===== src/mcuse_pkg.sv =====
// Constants and types for the instruction subset execution unit
package mcuse_pkg;

  // Data path widths
  localparam int unsigned DATA_W = 8;
  localparam int unsigned PC_W = 13;
  localparam int unsigned FADDR_W = 7;
  localparam int unsigned TGT_W = 11;
  localparam int unsigned STACK_DEPTH = 8;

  // Register port offsets
  localparam logic [7:0] ADDR_ACC = 8'h00;
  localparam logic [7:0] ADDR_STATUS = 8'h01;
  localparam logic [7:0] ADDR_UPPER_PC_LATCH = 8'h02;
  localparam logic [7:0] ADDR_PC_LO = 8'h03;
  localparam logic [7:0] ADDR_PC_HI = 8'h04;
  localparam logic [7:0] ADDR_STACK_TOP_LO = 8'h05;
  localparam logic [7:0] ADDR_STACK_TOP_HI = 8'h06;
  localparam logic [7:0] ADDR_WDT_COUNT = 8'h07;
  localparam logic [7:0] ADDR_CTRL = 8'h08;
  localparam logic [7:0] ADDR_WDT_PRESCALE = 8'h09;
  // Offsets 0x80..0xff reach the file registers

  // Status register bit positions
  localparam int unsigned STATUS_Z_BIT = 2;
  localparam int unsigned STATUS_POWERDOWN_BIT = 3;
  localparam int unsigned STATUS_TIMEOUT_BIT = 4;
  // Control register bit positions
  localparam int unsigned CTRL_WDT_EN_BIT = 0;

  // Values after reset, and the last watchdog count
  localparam logic [7:0] RST_ACC = 8'h00;
  localparam logic [7:0] RST_LATCH = 8'h00;
  localparam logic [12:0] RST_PC = 13'h0000;
  localparam logic RST_Z = 1'b0;
  localparam logic RST_TIMEOUT_FLAG = 1'b1;
  localparam logic RST_POWERDOWN_FLAG = 1'b1;
  localparam logic RST_WDT_EN = 1'b0;
  localparam logic [7:0] WDT_CLEAR = 8'h00;
  localparam logic [7:0] WDT_LAST = 8'hff;

  // Operations carried out by this unit
  typedef enum logic [3:0] {
    op_nop,
    op_bit_test_skip_if_set,
    op_watchdog_clear,
    op_call,
    op_complement_file,
    op_clear_file,
    op_clear_accumulator,
    op_decrement_file,
    op_decrement_skip_zero
  } mcuse_op_t;

  // Issue slot state
  typedef enum logic {
    st_exec,
    st_flush
  } mcuse_state_t;

endpackage : mcuse_pkg


===== src/mcuse_stack.sv =====
// Circular hardware return stack, push side and top of stack
`timescale 1ns/1ps
`default_nettype none
module mcuse_stack #(
  parameter int unsigned DEPTH = 8,
  parameter int unsigned WIDTH = 13
) (
  // Clock and reset
  input wire logic i_clk,
  input wire logic i_rst_n,
  // Push port
  input wire logic i_push,
  input wire logic [WIDTH-1:0] i_data,
  // Top of stack
  output logic [WIDTH-1:0] o_top
);

  localparam int unsigned PTR_W = $clog2(DEPTH);

  logic [WIDTH-1:0] mem [DEPTH];
  logic [PTR_W-1:0] ptr_ff;
  logic [PTR_W-1:0] nxt_ptr;

  // Overflow wraps and overwrites the oldest entry, no error kept
  assign nxt_ptr = ptr_ff + PTR_W'(1);

  always_ff @(posedge i_clk) begin
    if (!i_rst_n) begin
      ptr_ff <= '0;
    end else if (i_push) begin
      ptr_ff <= nxt_ptr;
    end
  end

  always_ff @(posedge i_clk) begin
    if (i_push) begin
      mem[nxt_ptr] <= i_data;
    end
  end

  assign o_top = mem[ptr_ff];

endmodule : mcuse_stack
`default_nettype wire


===== src/mcuse_core.sv =====
// Execution unit for a subset of an 8-bit instruction set
//
// Contract
// - Bit-test clear: next instruction executes normally
// - Bit-test set: next discarded, two cycles
// - Watchdog clear zeroes the watchdog counter
// - Watchdog clear also zeroes the prescaler
// - Watchdog clear sets timeout and powerdown flags
// - Call pushes PC plus one first
// - Call target low, latch bits 4:3 high
// - Call takes two instruction cycles
// - Complement file, result to accumulator or file
// - Clear file writes zero, sets zero flag
// - Clear accumulator writes zero, sets zero flag
// - Decrement file, result to accumulator or file
// - Decrement-skip stores result per destination bit
// - Zero result skips next, two cycles
//
// Implementation choices: the address-and-strobe port and the address map.
`timescale 1ns/1ps
`default_nettype none
module mcuse_core (
  // Clock and reset
  input wire logic i_clk,
  input wire logic i_rst_n,
  // Instruction issue
  input wire logic i_op_valid,
  input wire mcuse_pkg::mcuse_op_t i_op,
  input wire logic [6:0] i_file_addr,
  input wire logic [2:0] i_bit_sel,
  input wire logic i_dest,
  input wire logic [10:0] i_target,
  // Register port
  input wire logic [7:0] i_addr,
  input wire logic [7:0] i_wr_data,
  input wire logic i_wr,
  input wire logic i_rd,
  output logic [7:0] o_rd_data,
  // Execution status
  output logic [12:0] o_pc,
  output logic o_flush,
  output logic o_discard,
  output logic o_wdt_timeout
);

  // Architectural state
  logic [7:0] file_mem [128];
  logic [7:0] acc_ff;
  logic [7:0] latch_ff;
  logic [12:0] pc_ff;
  logic z_ff;
  logic timeout_flag_ff;
  logic powerdown_flag_ff;
  logic wdt_en_ff;
  logic [7:0] wdt_cnt_ff;
  logic [7:0] wdt_pre_ff;
  mcuse_pkg::mcuse_state_t state_ff;
  logic [7:0] rd_data_ff;
  logic discard_ff;
  logic timeout_ff;
  logic flush_ff;

  // Next values from the execute stage
  mcuse_pkg::mcuse_state_t nxt_state;
  logic [7:0] nxt_acc;
  logic nxt_z;
  logic [12:0] nxt_pc;
  logic nxt_acc_wr;
  logic nxt_z_wr;
  logic file_wr;
  logic [7:0] file_wdata;
  logic push;
  logic wdt_clear;

  logic exec;
  logic [7:0] file_q;
  logic [7:0] comp_val;
  logic [7:0] dec_val;
  logic [12:0] pc_inc;
  logic [12:0] stack_top;
  logic wdt_timeout;
  logic bus_file;
  logic [6:0] bus_faddr;

  assign exec = i_op_valid && (state_ff == mcuse_pkg::st_exec);
  assign file_q = file_mem[i_file_addr];
  assign comp_val = ~file_q;
  assign dec_val = file_q - 8'h01;
  assign pc_inc = pc_ff + 13'h0001;
  assign bus_file = i_addr[7];
  assign bus_faddr = i_addr[6:0];

  always_comb begin
    nxt_state = mcuse_pkg::st_exec;
    nxt_acc = acc_ff;
    nxt_acc_wr = 1'b0;
    nxt_z = z_ff;
    nxt_z_wr = 1'b0;
    nxt_pc = pc_ff;
    file_wr = 1'b0;
    file_wdata = file_q;
    push = 1'b0;
    wdt_clear = 1'b0;
    // Flush cycle holds the PC; the skipped slot was counted at issue
    if (exec) begin
      nxt_pc = pc_inc;
      case (i_op)
        mcuse_pkg::op_bit_test_skip_if_set: begin
          if (file_q[i_bit_sel]) begin
            nxt_pc = pc_ff + 13'h0002;
            nxt_state = mcuse_pkg::st_flush;
          end
        end
        mcuse_pkg::op_watchdog_clear: begin
          wdt_clear = 1'b1;
        end
        mcuse_pkg::op_call: begin
          push = 1'b1;
          nxt_pc = {latch_ff[4:3], i_target};
          nxt_state = mcuse_pkg::st_flush;
        end
        mcuse_pkg::op_complement_file: begin
          if (i_dest) begin
            file_wr = 1'b1;
            file_wdata = comp_val;
          end else begin
            nxt_acc_wr = 1'b1;
            nxt_acc = comp_val;
          end
          nxt_z_wr = 1'b1;
          nxt_z = (comp_val == 8'h00);
        end
        mcuse_pkg::op_clear_file: begin
          file_wr = 1'b1;
          file_wdata = 8'h00;
          nxt_z_wr = 1'b1;
          nxt_z = 1'b1;
        end
        mcuse_pkg::op_clear_accumulator: begin
          nxt_acc_wr = 1'b1;
          nxt_acc = 8'h00;
          nxt_z_wr = 1'b1;
          nxt_z = 1'b1;
        end
        mcuse_pkg::op_decrement_file: begin
          if (i_dest) begin
            file_wr = 1'b1;
            file_wdata = dec_val;
          end else begin
            nxt_acc_wr = 1'b1;
            nxt_acc = dec_val;
          end
          nxt_z_wr = 1'b1;
          nxt_z = (dec_val == 8'h00);
        end
        mcuse_pkg::op_decrement_skip_zero: begin
          if (i_dest) begin
            file_wr = 1'b1;
            file_wdata = dec_val;
          end else begin
            nxt_acc_wr = 1'b1;
            nxt_acc = dec_val;
          end
          if (dec_val == 8'h00) begin
            nxt_pc = pc_ff + 13'h0002;
            nxt_state = mcuse_pkg::st_flush;
          end
        end
        default: begin
        end
      endcase
    end
  end

  // Return stack
  mcuse_stack #(
    .DEPTH(mcuse_pkg::STACK_DEPTH),
    .WIDTH(mcuse_pkg::PC_W)
  ) u_stack (
    .i_clk(i_clk),
    .i_rst_n(i_rst_n),
    .i_push(push),
    .i_data(pc_inc),
    .o_top(stack_top)
  );

  // Issue slot and program counter
  always_ff @(posedge i_clk) begin
    if (!i_rst_n) begin
      state_ff <= mcuse_pkg::st_exec;
      pc_ff <= mcuse_pkg::RST_PC;
      flush_ff <= 1'b0;
    end else begin
      state_ff <= nxt_state;
      pc_ff <= nxt_pc;
      // Own flop so the flush output carries no decode
      flush_ff <= (nxt_state == mcuse_pkg::st_flush);
    end
  end

  // Discarded slot marker
  always_ff @(posedge i_clk) begin
    if (!i_rst_n) begin
      discard_ff <= 1'b0;
    end else begin
      discard_ff <= i_op_valid && (state_ff == mcuse_pkg::st_flush);
    end
  end

  // Accumulator; instruction result beats a same-cycle bus write
  always_ff @(posedge i_clk) begin
    if (!i_rst_n) begin
      acc_ff <= mcuse_pkg::RST_ACC;
    end else if (nxt_acc_wr) begin
      acc_ff <= nxt_acc;
    end else if (i_wr && i_addr == mcuse_pkg::ADDR_ACC) begin
      acc_ff <= i_wr_data;
    end
  end

  // Upper PC latch and watchdog enable
  always_ff @(posedge i_clk) begin
    if (!i_rst_n) begin
      latch_ff <= mcuse_pkg::RST_LATCH;
      wdt_en_ff <= mcuse_pkg::RST_WDT_EN;
    end else if (i_wr && i_addr == mcuse_pkg::ADDR_UPPER_PC_LATCH) begin
      latch_ff <= i_wr_data;
    end else if (i_wr && i_addr == mcuse_pkg::ADDR_CTRL) begin
      wdt_en_ff <= i_wr_data[mcuse_pkg::CTRL_WDT_EN_BIT];
    end
  end

  // Zero flag
  always_ff @(posedge i_clk) begin
    if (!i_rst_n) begin
      z_ff <= mcuse_pkg::RST_Z;
    end else if (nxt_z_wr) begin
      z_ff <= nxt_z;
    end else if (i_wr && i_addr == mcuse_pkg::ADDR_STATUS) begin
      z_ff <= i_wr_data[mcuse_pkg::STATUS_Z_BIT];
    end
  end

  // Timeout and powerdown flags, active low
  always_ff @(posedge i_clk) begin
    if (!i_rst_n) begin
      timeout_flag_ff <= mcuse_pkg::RST_TIMEOUT_FLAG;
      powerdown_flag_ff <= mcuse_pkg::RST_POWERDOWN_FLAG;
    end else if (wdt_clear) begin
      timeout_flag_ff <= 1'b1;
      powerdown_flag_ff <= 1'b1;
    end else if (wdt_timeout) begin
      timeout_flag_ff <= 1'b0;
    end else if (i_wr && i_addr == mcuse_pkg::ADDR_STATUS) begin
      timeout_flag_ff <= i_wr_data[mcuse_pkg::STATUS_TIMEOUT_BIT];
      powerdown_flag_ff <= i_wr_data[mcuse_pkg::STATUS_POWERDOWN_BIT];
    end
  end

  // Watchdog prescaler and counter
  assign wdt_timeout = wdt_en_ff && (wdt_pre_ff == mcuse_pkg::WDT_LAST)
    && (wdt_cnt_ff == mcuse_pkg::WDT_LAST);

  always_ff @(posedge i_clk) begin
    if (!i_rst_n) begin
      wdt_cnt_ff <= mcuse_pkg::WDT_CLEAR;
      wdt_pre_ff <= mcuse_pkg::WDT_CLEAR;
    end else if (wdt_clear) begin
      wdt_cnt_ff <= mcuse_pkg::WDT_CLEAR;
      wdt_pre_ff <= mcuse_pkg::WDT_CLEAR;
    end else if (wdt_en_ff) begin
      wdt_pre_ff <= wdt_pre_ff + 8'h01;
      if (wdt_pre_ff == mcuse_pkg::WDT_LAST) begin
        wdt_cnt_ff <= wdt_cnt_ff + 8'h01;
      end
    end
  end

  always_ff @(posedge i_clk) begin
    if (!i_rst_n) begin
      timeout_ff <= 1'b0;
    end else begin
      timeout_ff <= wdt_timeout && !wdt_clear;
    end
  end

  // File registers: one write port, the instruction wins over the bus
  always_ff @(posedge i_clk) begin
    if (file_wr) begin
      file_mem[i_file_addr] <= file_wdata;
    end else if (i_wr && bus_file) begin
      file_mem[bus_faddr] <= i_wr_data;
    end
  end

  // Read data stands for exactly one cycle after the strobe
  always_ff @(posedge i_clk) begin
    if (!i_rst_n) begin
      rd_data_ff <= 8'h00;
    end else if (!i_rd) begin
      rd_data_ff <= 8'h00;
    end else if (bus_file) begin
      rd_data_ff <= file_mem[bus_faddr];
    end else if (i_addr == mcuse_pkg::ADDR_ACC) begin
      rd_data_ff <= acc_ff;
    end else if (i_addr == mcuse_pkg::ADDR_STATUS) begin
      rd_data_ff <= {3'b000, timeout_flag_ff, powerdown_flag_ff, z_ff, 2'b00};
    end else if (i_addr == mcuse_pkg::ADDR_UPPER_PC_LATCH) begin
      rd_data_ff <= latch_ff;
    end else if (i_addr == mcuse_pkg::ADDR_PC_LO) begin
      rd_data_ff <= pc_ff[7:0];
    end else if (i_addr == mcuse_pkg::ADDR_PC_HI) begin
      rd_data_ff <= {3'b000, pc_ff[12:8]};
    end else if (i_addr == mcuse_pkg::ADDR_STACK_TOP_LO) begin
      rd_data_ff <= stack_top[7:0];
    end else if (i_addr == mcuse_pkg::ADDR_STACK_TOP_HI) begin
      rd_data_ff <= {3'b000, stack_top[12:8]};
    end else if (i_addr == mcuse_pkg::ADDR_WDT_COUNT) begin
      rd_data_ff <= wdt_cnt_ff;
    end else if (i_addr == mcuse_pkg::ADDR_WDT_PRESCALE) begin
      rd_data_ff <= wdt_pre_ff;
    end else if (i_addr == mcuse_pkg::ADDR_CTRL) begin
      rd_data_ff <= {7'b000_0000, wdt_en_ff};
    end else begin
      rd_data_ff <= 8'h00;
    end
  end

  assign o_rd_data = rd_data_ff;
  assign o_pc = pc_ff;
  assign o_flush = flush_ff;
  assign o_discard = discard_ff;
  assign o_wdt_timeout = timeout_ff;

endmodule : mcuse_core
`default_nettype wire


===== config.mk =====
export PLATFORM = sky130hd
export DESIGN_NAME = mcuse_core
export DESIGN_NICKNAME = d
export VERILOG_FILES = /design/src/mcuse_pkg.sv /design/src/mcuse_stack.sv /design/src/mcuse_core.sv
export SDC_FILE = /design/constraint.sdc
export NUM_CORES = 2
export LEC_CHECK = 0
export BUFFER_PORTS_ARGS = -buffer_cell sky130_fd_sc_hd__buf_2
export CORE_MARGIN = 2
export CORE_UTILIZATION = 44
export DETAILED_ROUTE_END_ITERATION = 8
export GPL_TIMING_DRIVEN = 0
export PLACE_DENSITY = 0.62
export SLEW_MARGIN = 0
export SYNTH_ARGS = -nofsm -noshare
export SYNTH_HDL_FRONTEND = slang
export SYNTH_HIERARCHICAL = 1
export SYNTH_SLANG_ARGS = --single-unit
export TNS_END_PERCENT = 50

===== constraint.sdc =====
create_clock -name i_clk -period 19.2 [get_ports i_clk]
set_input_delay 1.92 -clock i_clk [delete_from_list [all_inputs] [get_ports i_clk]]
set_output_delay 1.92 -clock i_clk [all_outputs]
set_load 0.02 [all_outputs]

# After elaboration in Yosys (flattened, before gate mapping)
# Memories as Yosys holds them, arrays and structs flattened. A register that Yosys moved wholly into a read port is not among the register bits.
# Index checks and enable logic that the tools add are counted.
[totals] reg_bits=63 ramBits=1128 elab_cells=142 mem_count=2
[op_classes] addsub=6 order_cmp=1 n_eq_ne=25 muxes=59 bitwise=5 reduce_logical=30
[mem_list] name="file_mem" words=128 width=8 read_ports=2 rd_clocked_by_memory_dff=0 write_ports=1 line_no="mcuse_core.sv:47" source="logic [7:0] file_mem [128];"
[mem_list] name="u_stack.mem" words=8 width=13 read_ports=1 rd_clocked_by_memory_dff=1 write_ports=1 line_no="mcuse_stack.sv:20" source="logic [WIDTH-1:0] mem [DEPTH];"
[op_table] op="two-way mux 8 bit" n=19
[op_table] op="one-hot mux 8 bit (3 select lines)" n=2
[op_table] op="one-hot mux 13 bit (3 select lines)" n=1
[op_table] op="equality test 8 x 3 -> 1 bit, second input constant" n=4
[op_table] op="two-way mux 1 bit" n=27
[op_table] op="two-way mux 13 bit" n=2
[op_table] op="zero test 8 bit" n=3
[op_table] op="adder 8 x 1 -> 8 bit, second input constant" n=2
[op_table] op="equality test 4 x 3 -> 1 bit, second input constant" n=4
[op_table] op="equality test 8 x 2 -> 1 bit, second input constant" n=2
[op_table] op="equality test 8 x 4 -> 1 bit, second input constant" n=2
[op_table] op="equality test 8 bit, second input constant" n=2
[op_table] op="adder 13 x 1 -> 13 bit, second input constant" n=1
[op_table] op="adder 13 x 2 -> 13 bit, second input constant" n=1
[op_table] op="logical AND 1 bit" n=10
[op_table] op="AND reduction 2 bit" n=5
[op_table] op="equality test 4 x 2 -> 1 bit, second input constant" n=2
[op_table] op="equality test 8 x 1 -> 1 bit, second input constant" n=1
[op_table] op="!= test 4 x 2 -> 1 bit, second input constant" n=2
[op_table] op="NOT 8 bit" n=1
[op_table] op="OR reduction 8 bit" n=1
[op_table] op="subtractor 8 x 1 -> 8 bit, second input constant" n=1
[op_table] op="two-way mux 7 bit" n=1
[op_table] op="two-way mux 3 bit" n=2
[op_table] op="17 further kinds" n=28

# Depth between registers and ports, before layout
[logic_depth] ltp_word=12 depth_mapped=25 depth_no_buf=14

# Modules after synthesis
# The synthesis kept the hierarchy.
[modules_own_cells] mod="mcuse_core" instances=1 cells_each=3041 area_each_um2=52846.9 seq_area_each_um2=31950.6
[modules_own_cells] mod="mcuse_stack" instances=1 cells_each=178 area_each_um2=4261.6 seq_area_each_um2=3243.1

# Worst setup path before layout
# OpenSTA, ideal clock, no wires.
[synth_path] path_kind="input port to flip-flop" start="input i_file_addr[1]" end="memory file_mem[0][2], data pin" setup_ns=1.197 t_arrival_ns=9.686 required_ns=18.003 setup_slack_ns=8.317 stages=12 path_buffers=2 path_cell_list="buf_2 -> clkbuf_1 -> mux4_4 -> mux4_2 -> mux4_2 -> mux2i_2 -> ha_1 -> inv_1 -> xnor2_1 -> o21ai_0 -> a32oi_1 -> o21ai_0"
[synth_via] elab_chain_len=6
[synth_lines] item="from (decl)" line_no="mcuse_core.sv:29" source="input wire logic [6:0] i_file_addr,"
[synth_lines] item="memory (128 x 8 bit) *"
[synth_lines] item="subtractor 8 x 1 -> 8 bit or NOT 8 bit (tied branches)" line_no="mcuse_core.sv:88, mcuse_core.sv:87"
[synth_lines] item="two-way mux 8 bit, on equally long branches" line_no="mcuse_core.sv:146, mcuse_core.sv:157, mcuse_core.sv:123"
[synth_lines] item="one-hot mux 8 bit (3 select lines)" line_no="mcuse_core.sv:107" source="case (i_op)"
[synth_lines] item="two-way mux 8 bit *" line_no="mcuse_core.sv:105" source="if (exec) begin"
[synth_lines] item="two-way mux 8 bit (no line) *"
[synth_lines] item="to (decl)" line_no="mcuse_core.sv:47"
# Every way passes the cells marked *; elsewhere a longest branch is shown, timed or not.

# Final worst setup path
[layout_path] start="input i_file_addr[1]" end="memory file_mem[16][7], data pin"
# Same word-level chain as after synthesis.

==> summary.txt <==
Status
  • Status: finished with violations
  • Failing checks: max-capacitance violations, max-slew violations

Routing
  • DR vias/cell: 7.085
  • ANT nets after route: 0
  • Vias: 37610
  • Wire per inst: 43.70 um
  • Total wire length: 232000 um
  • Final routed DRC violation total: 0
  • DR pass1 iterations: 8
  • Initial DRC Count: 6771

STA
  • Worst slew margin: -0.07986
  • Final min period: 9.399 ns
  • RSZ-0062 raised after global routing: false
  • Period utilisation layout: 0.4895
  • Finish-stage setup viols: 0
  • Max Fclk: 106.4 MHz
  • Count of pins over their slew limit: 121
  • Clock skew: 0.04539 ns
  • Final TNS setup: 0 ns
  • Min Hold Slack: 0.4667 ns
  • Final WS setup: around 10 ns
  • Endpoints failing hold: 0
  • Actual slew at the worst max-slew pin: 1.620 ns

Synthesis
  • Simple-gate share of the synthesized area: 0.04540
  • Syn Nets: 3274
  • Syn Inst Count: 3219
  • Post-Synth Adder-Cell Area: 0.001753
  • XOR/XNOR Fraction of Synth Area: 0.005521
  • Largest family of logic cells by synthesized area: multiplexers
  • Post-synthesis mux area share: 0.2613
  • Count of cell types in the netlist: 83
  • Prevailing post-synth register cell: edfxtp_1
  • Synth warnings: 6
  • Post-synth EDFFs: roughly 1100
  • Sequential fraction of the synthesis area: 0.6163
  • Synthesized flop and latch total: 1194
  • Post-synthesis compound-gate area fraction: 0.04540
  • Mean post-synth cell area: around 18 um2
  • Cell area after synthesis: 57110 um2
  • Ys async rst share: 0

Power
  • Total Power: 6.262 mW
  • Worst vdd rail ir drop: 67.57 uV
  • Leak: 20.67 nW
  • PwrDens: 96.75 nW/um2

Global route
  • Initial antenna violation count: 16
  • Largest net degree at the start of global routing: 52
  • Grt total ovfl: 0
  • GRT Util Overall: 0.3506
  • First-pass GRT wire length: 306800 um
  • Vias in the first global route: 35530

Setup path
  • Critical setup path kind: input port to register
  • CP max FO: 49
  • Worst Path Required: just under 20 ns
  • Worst setup SP type: input port
  • Crit end category: register
  • Crit path DAT: 9.99 ns

Min path
  • Tightest Hold Check Type: register to register

Floorplan
  • DIE HEIGHT: 364.3 um
  • DIE AREA: about 130000 um2
  • Die Width: roughly 360 um
  • Core ar.: 129200 um2
  • Starting Density: 0.4422
  • Rows: around 130
  • I/O pin cnt: 71

Clock network
  • Clock sinks: 1194
  • Post-CTS Resized: 0
  • TritonCTS clock tree: built
  • H-tree depth: 4
  • Root Buffer: clkbuf_16
  • Worst skew pair latency: 0.80 ns
  • Clock-pin slew on the worst setup and hold paths: ~0.060 ns
  • Post-CTS setup buffer count: 0
  • Hold Buf Count CTS: 0
  • Total CTS buffers: 131
  • Bufs on Longest Clock Path: 3

Layout
  • Reg area: 35190 um2
  • Share of layout cells above drive strength 1: 0.2847
  • Most frequent cells in the layout: edfxtp_1, mux4_2, nor2_1
  • Final design utilization: 0.5011
  • Final nets: roughly 3500
  • Area Overhead vs Synth: 13.33%
  • Multi-input logic area: around 21000 um2
  • Most common cell after layout, fill and taps aside: edfxtp_1
  • Filler Cell Count: about 11000

Run
  • Max_cap viols: 12

Place
  • Pre-CTS WS: 9.110 ns
  • DPL Wire Length: 161700 um
  • I/O Buffers: 59
  • GPL Wtd Cong: about 1.1
==> flip-flops by register name, summed over array words and instances (netlist names), named ones only <==
signal and count:
z_ff 1, timeout_flag_ff 1, o_rd_data 8, o_flush 1, o_pc 13, o_discard 1, u_stack/ptr_ff 3, powerdown_flag_ff 1
wdt_en_ff 1, u_stack/mem 104, wdt_pre_ff 8, file_mem 1024, wdt_cnt_ff 8, acc_ff 8, o_wdt_timeout 1, latch_ff 8
==> Yosys cell counts, types with 15 or more instances <==
master,n,share of area
a31oi_1,19,0.0021
nor2_1,215,0.014
nand2b_1,17,0.0019
xnor2_1,18,0.0028
o22ai_1,38,0.0042
clkbuf_1,130,0.0085
nor3_1,30,0.0026
buf_1,47,0.0031
nand3_1,61,0.0053
a22oi_1,85,0.011
edfxtp_1,1128,0.59
inv_1,26,0.0017
buf_2,24,0.0021
a21oi_1,67,0.0059
mux2i_1,184,0.032
mux4_1,27,0.012
dfxtp_1,66,0.023
nand4_1,15,0.0016
nand2_1,146,0.0096
mux2_2,33,0.0065
mux4_2,530,0.21
xor2_1,18,0.0028
o21ai_0,43,0.0038
a221oi_1,19,0.0029
==> metal layers <==
layer,vias to the layer above,part of all wire,GRT usage
met2,3327,0.42,0.4997
li1,14060,-,-
met3,669,0.15,0.1370
met5,-,0.00055,0.004720
met4,8,0.079,0.2343
met1,19550,0.35,0.4430
==> worst max-delay path, stage by stage <==
cell and delay, ns:
buf_2 0.18, clkbuf_1 1.14, buf_2 0.61, nor2b_1 0.23
buf_2 0.40, clkbuf_2 0.73, clkbuf_2 0.74, a22oi_1 0.21
a31oi_1 0.53, o21ai_0 0.47, o21ai_1 0.51, mux2i_1 0.19
buf_4 0.25, nor3_1 0.23, xnor2_1 0.18, a22oi_1 0.10
nor2b_1 0.15, o31a_2 0.75, buf_12 0.29
==> through the flow <==
| stage | area (um2) | std cells |
|---|---|---|
| after floorplan | 57110 | 3219 |
| after global placement | 59580 | 5020 |
| after detailed placement | 60350 | 5053 |
| after CTS | 64650 | 5294 |
| after global routing | 64690 | 5299 |
| final | 64720 | 5309 |
==> layout make-up <==
class | count | area share
timing repair buffer | 94 | 0.01413
sequential | 1194 | 0.5438
buffer | 239 | 0.02113
clock buffer | 155 | 0.05305
inverter | 26 | 0.001508
antenna | 13 | 0.0005026
tap | 1742 | 0.03368
multi-input combinational | 1760 | 0.3189
clock inverter | 86 | 0.01334
==> kinds of logic (layout without fill, tap and decap cells) <==
group / count (synthesis) / count (layout)
compound gates: 372 / 372
xor+xnor: 36 / 36
fa+ha+maj: 8 / 8
buf+inv: 265 / 600
flops: 1194 / 1194
mux: 777 / 777
other cells: 0 / 13
simple gates: 567 / 567
==> where the power goes <==
part / switching (mW) / internal, mW / total [mW] / leakage (nW)
logic: 0.513 / 0.228 / 0.742 / 7.85
clock network: 1.13 / 1.45 / 2.58 / 2.10
registers: 0.00447 / 2.94 / 2.94 / 10.7
==> final timing paths <==
kind	endpoint	depth (start not counted)	slack [ns]	start
worst min-delay path	latch_ff[7]$_SDFFE_PN0P_	2	0.47	latch_ff[7]$_SDFFE_PN0P_
worst max register to register	file_mem[63][6]$_DFFE_PP_	13	13.29	file_mem[30][1]$_DFFE_PP_
worst max-delay path	file_mem[16][7]$_DFFE_PP_	19	9.80	i_file_addr[1]
worst min register to register	latch_ff[7]$_SDFFE_PN0P_	2	0.47	latch_ff[7]$_SDFFE_PN0P_
No activity file was read; power rests on OpenSTA's default activity.
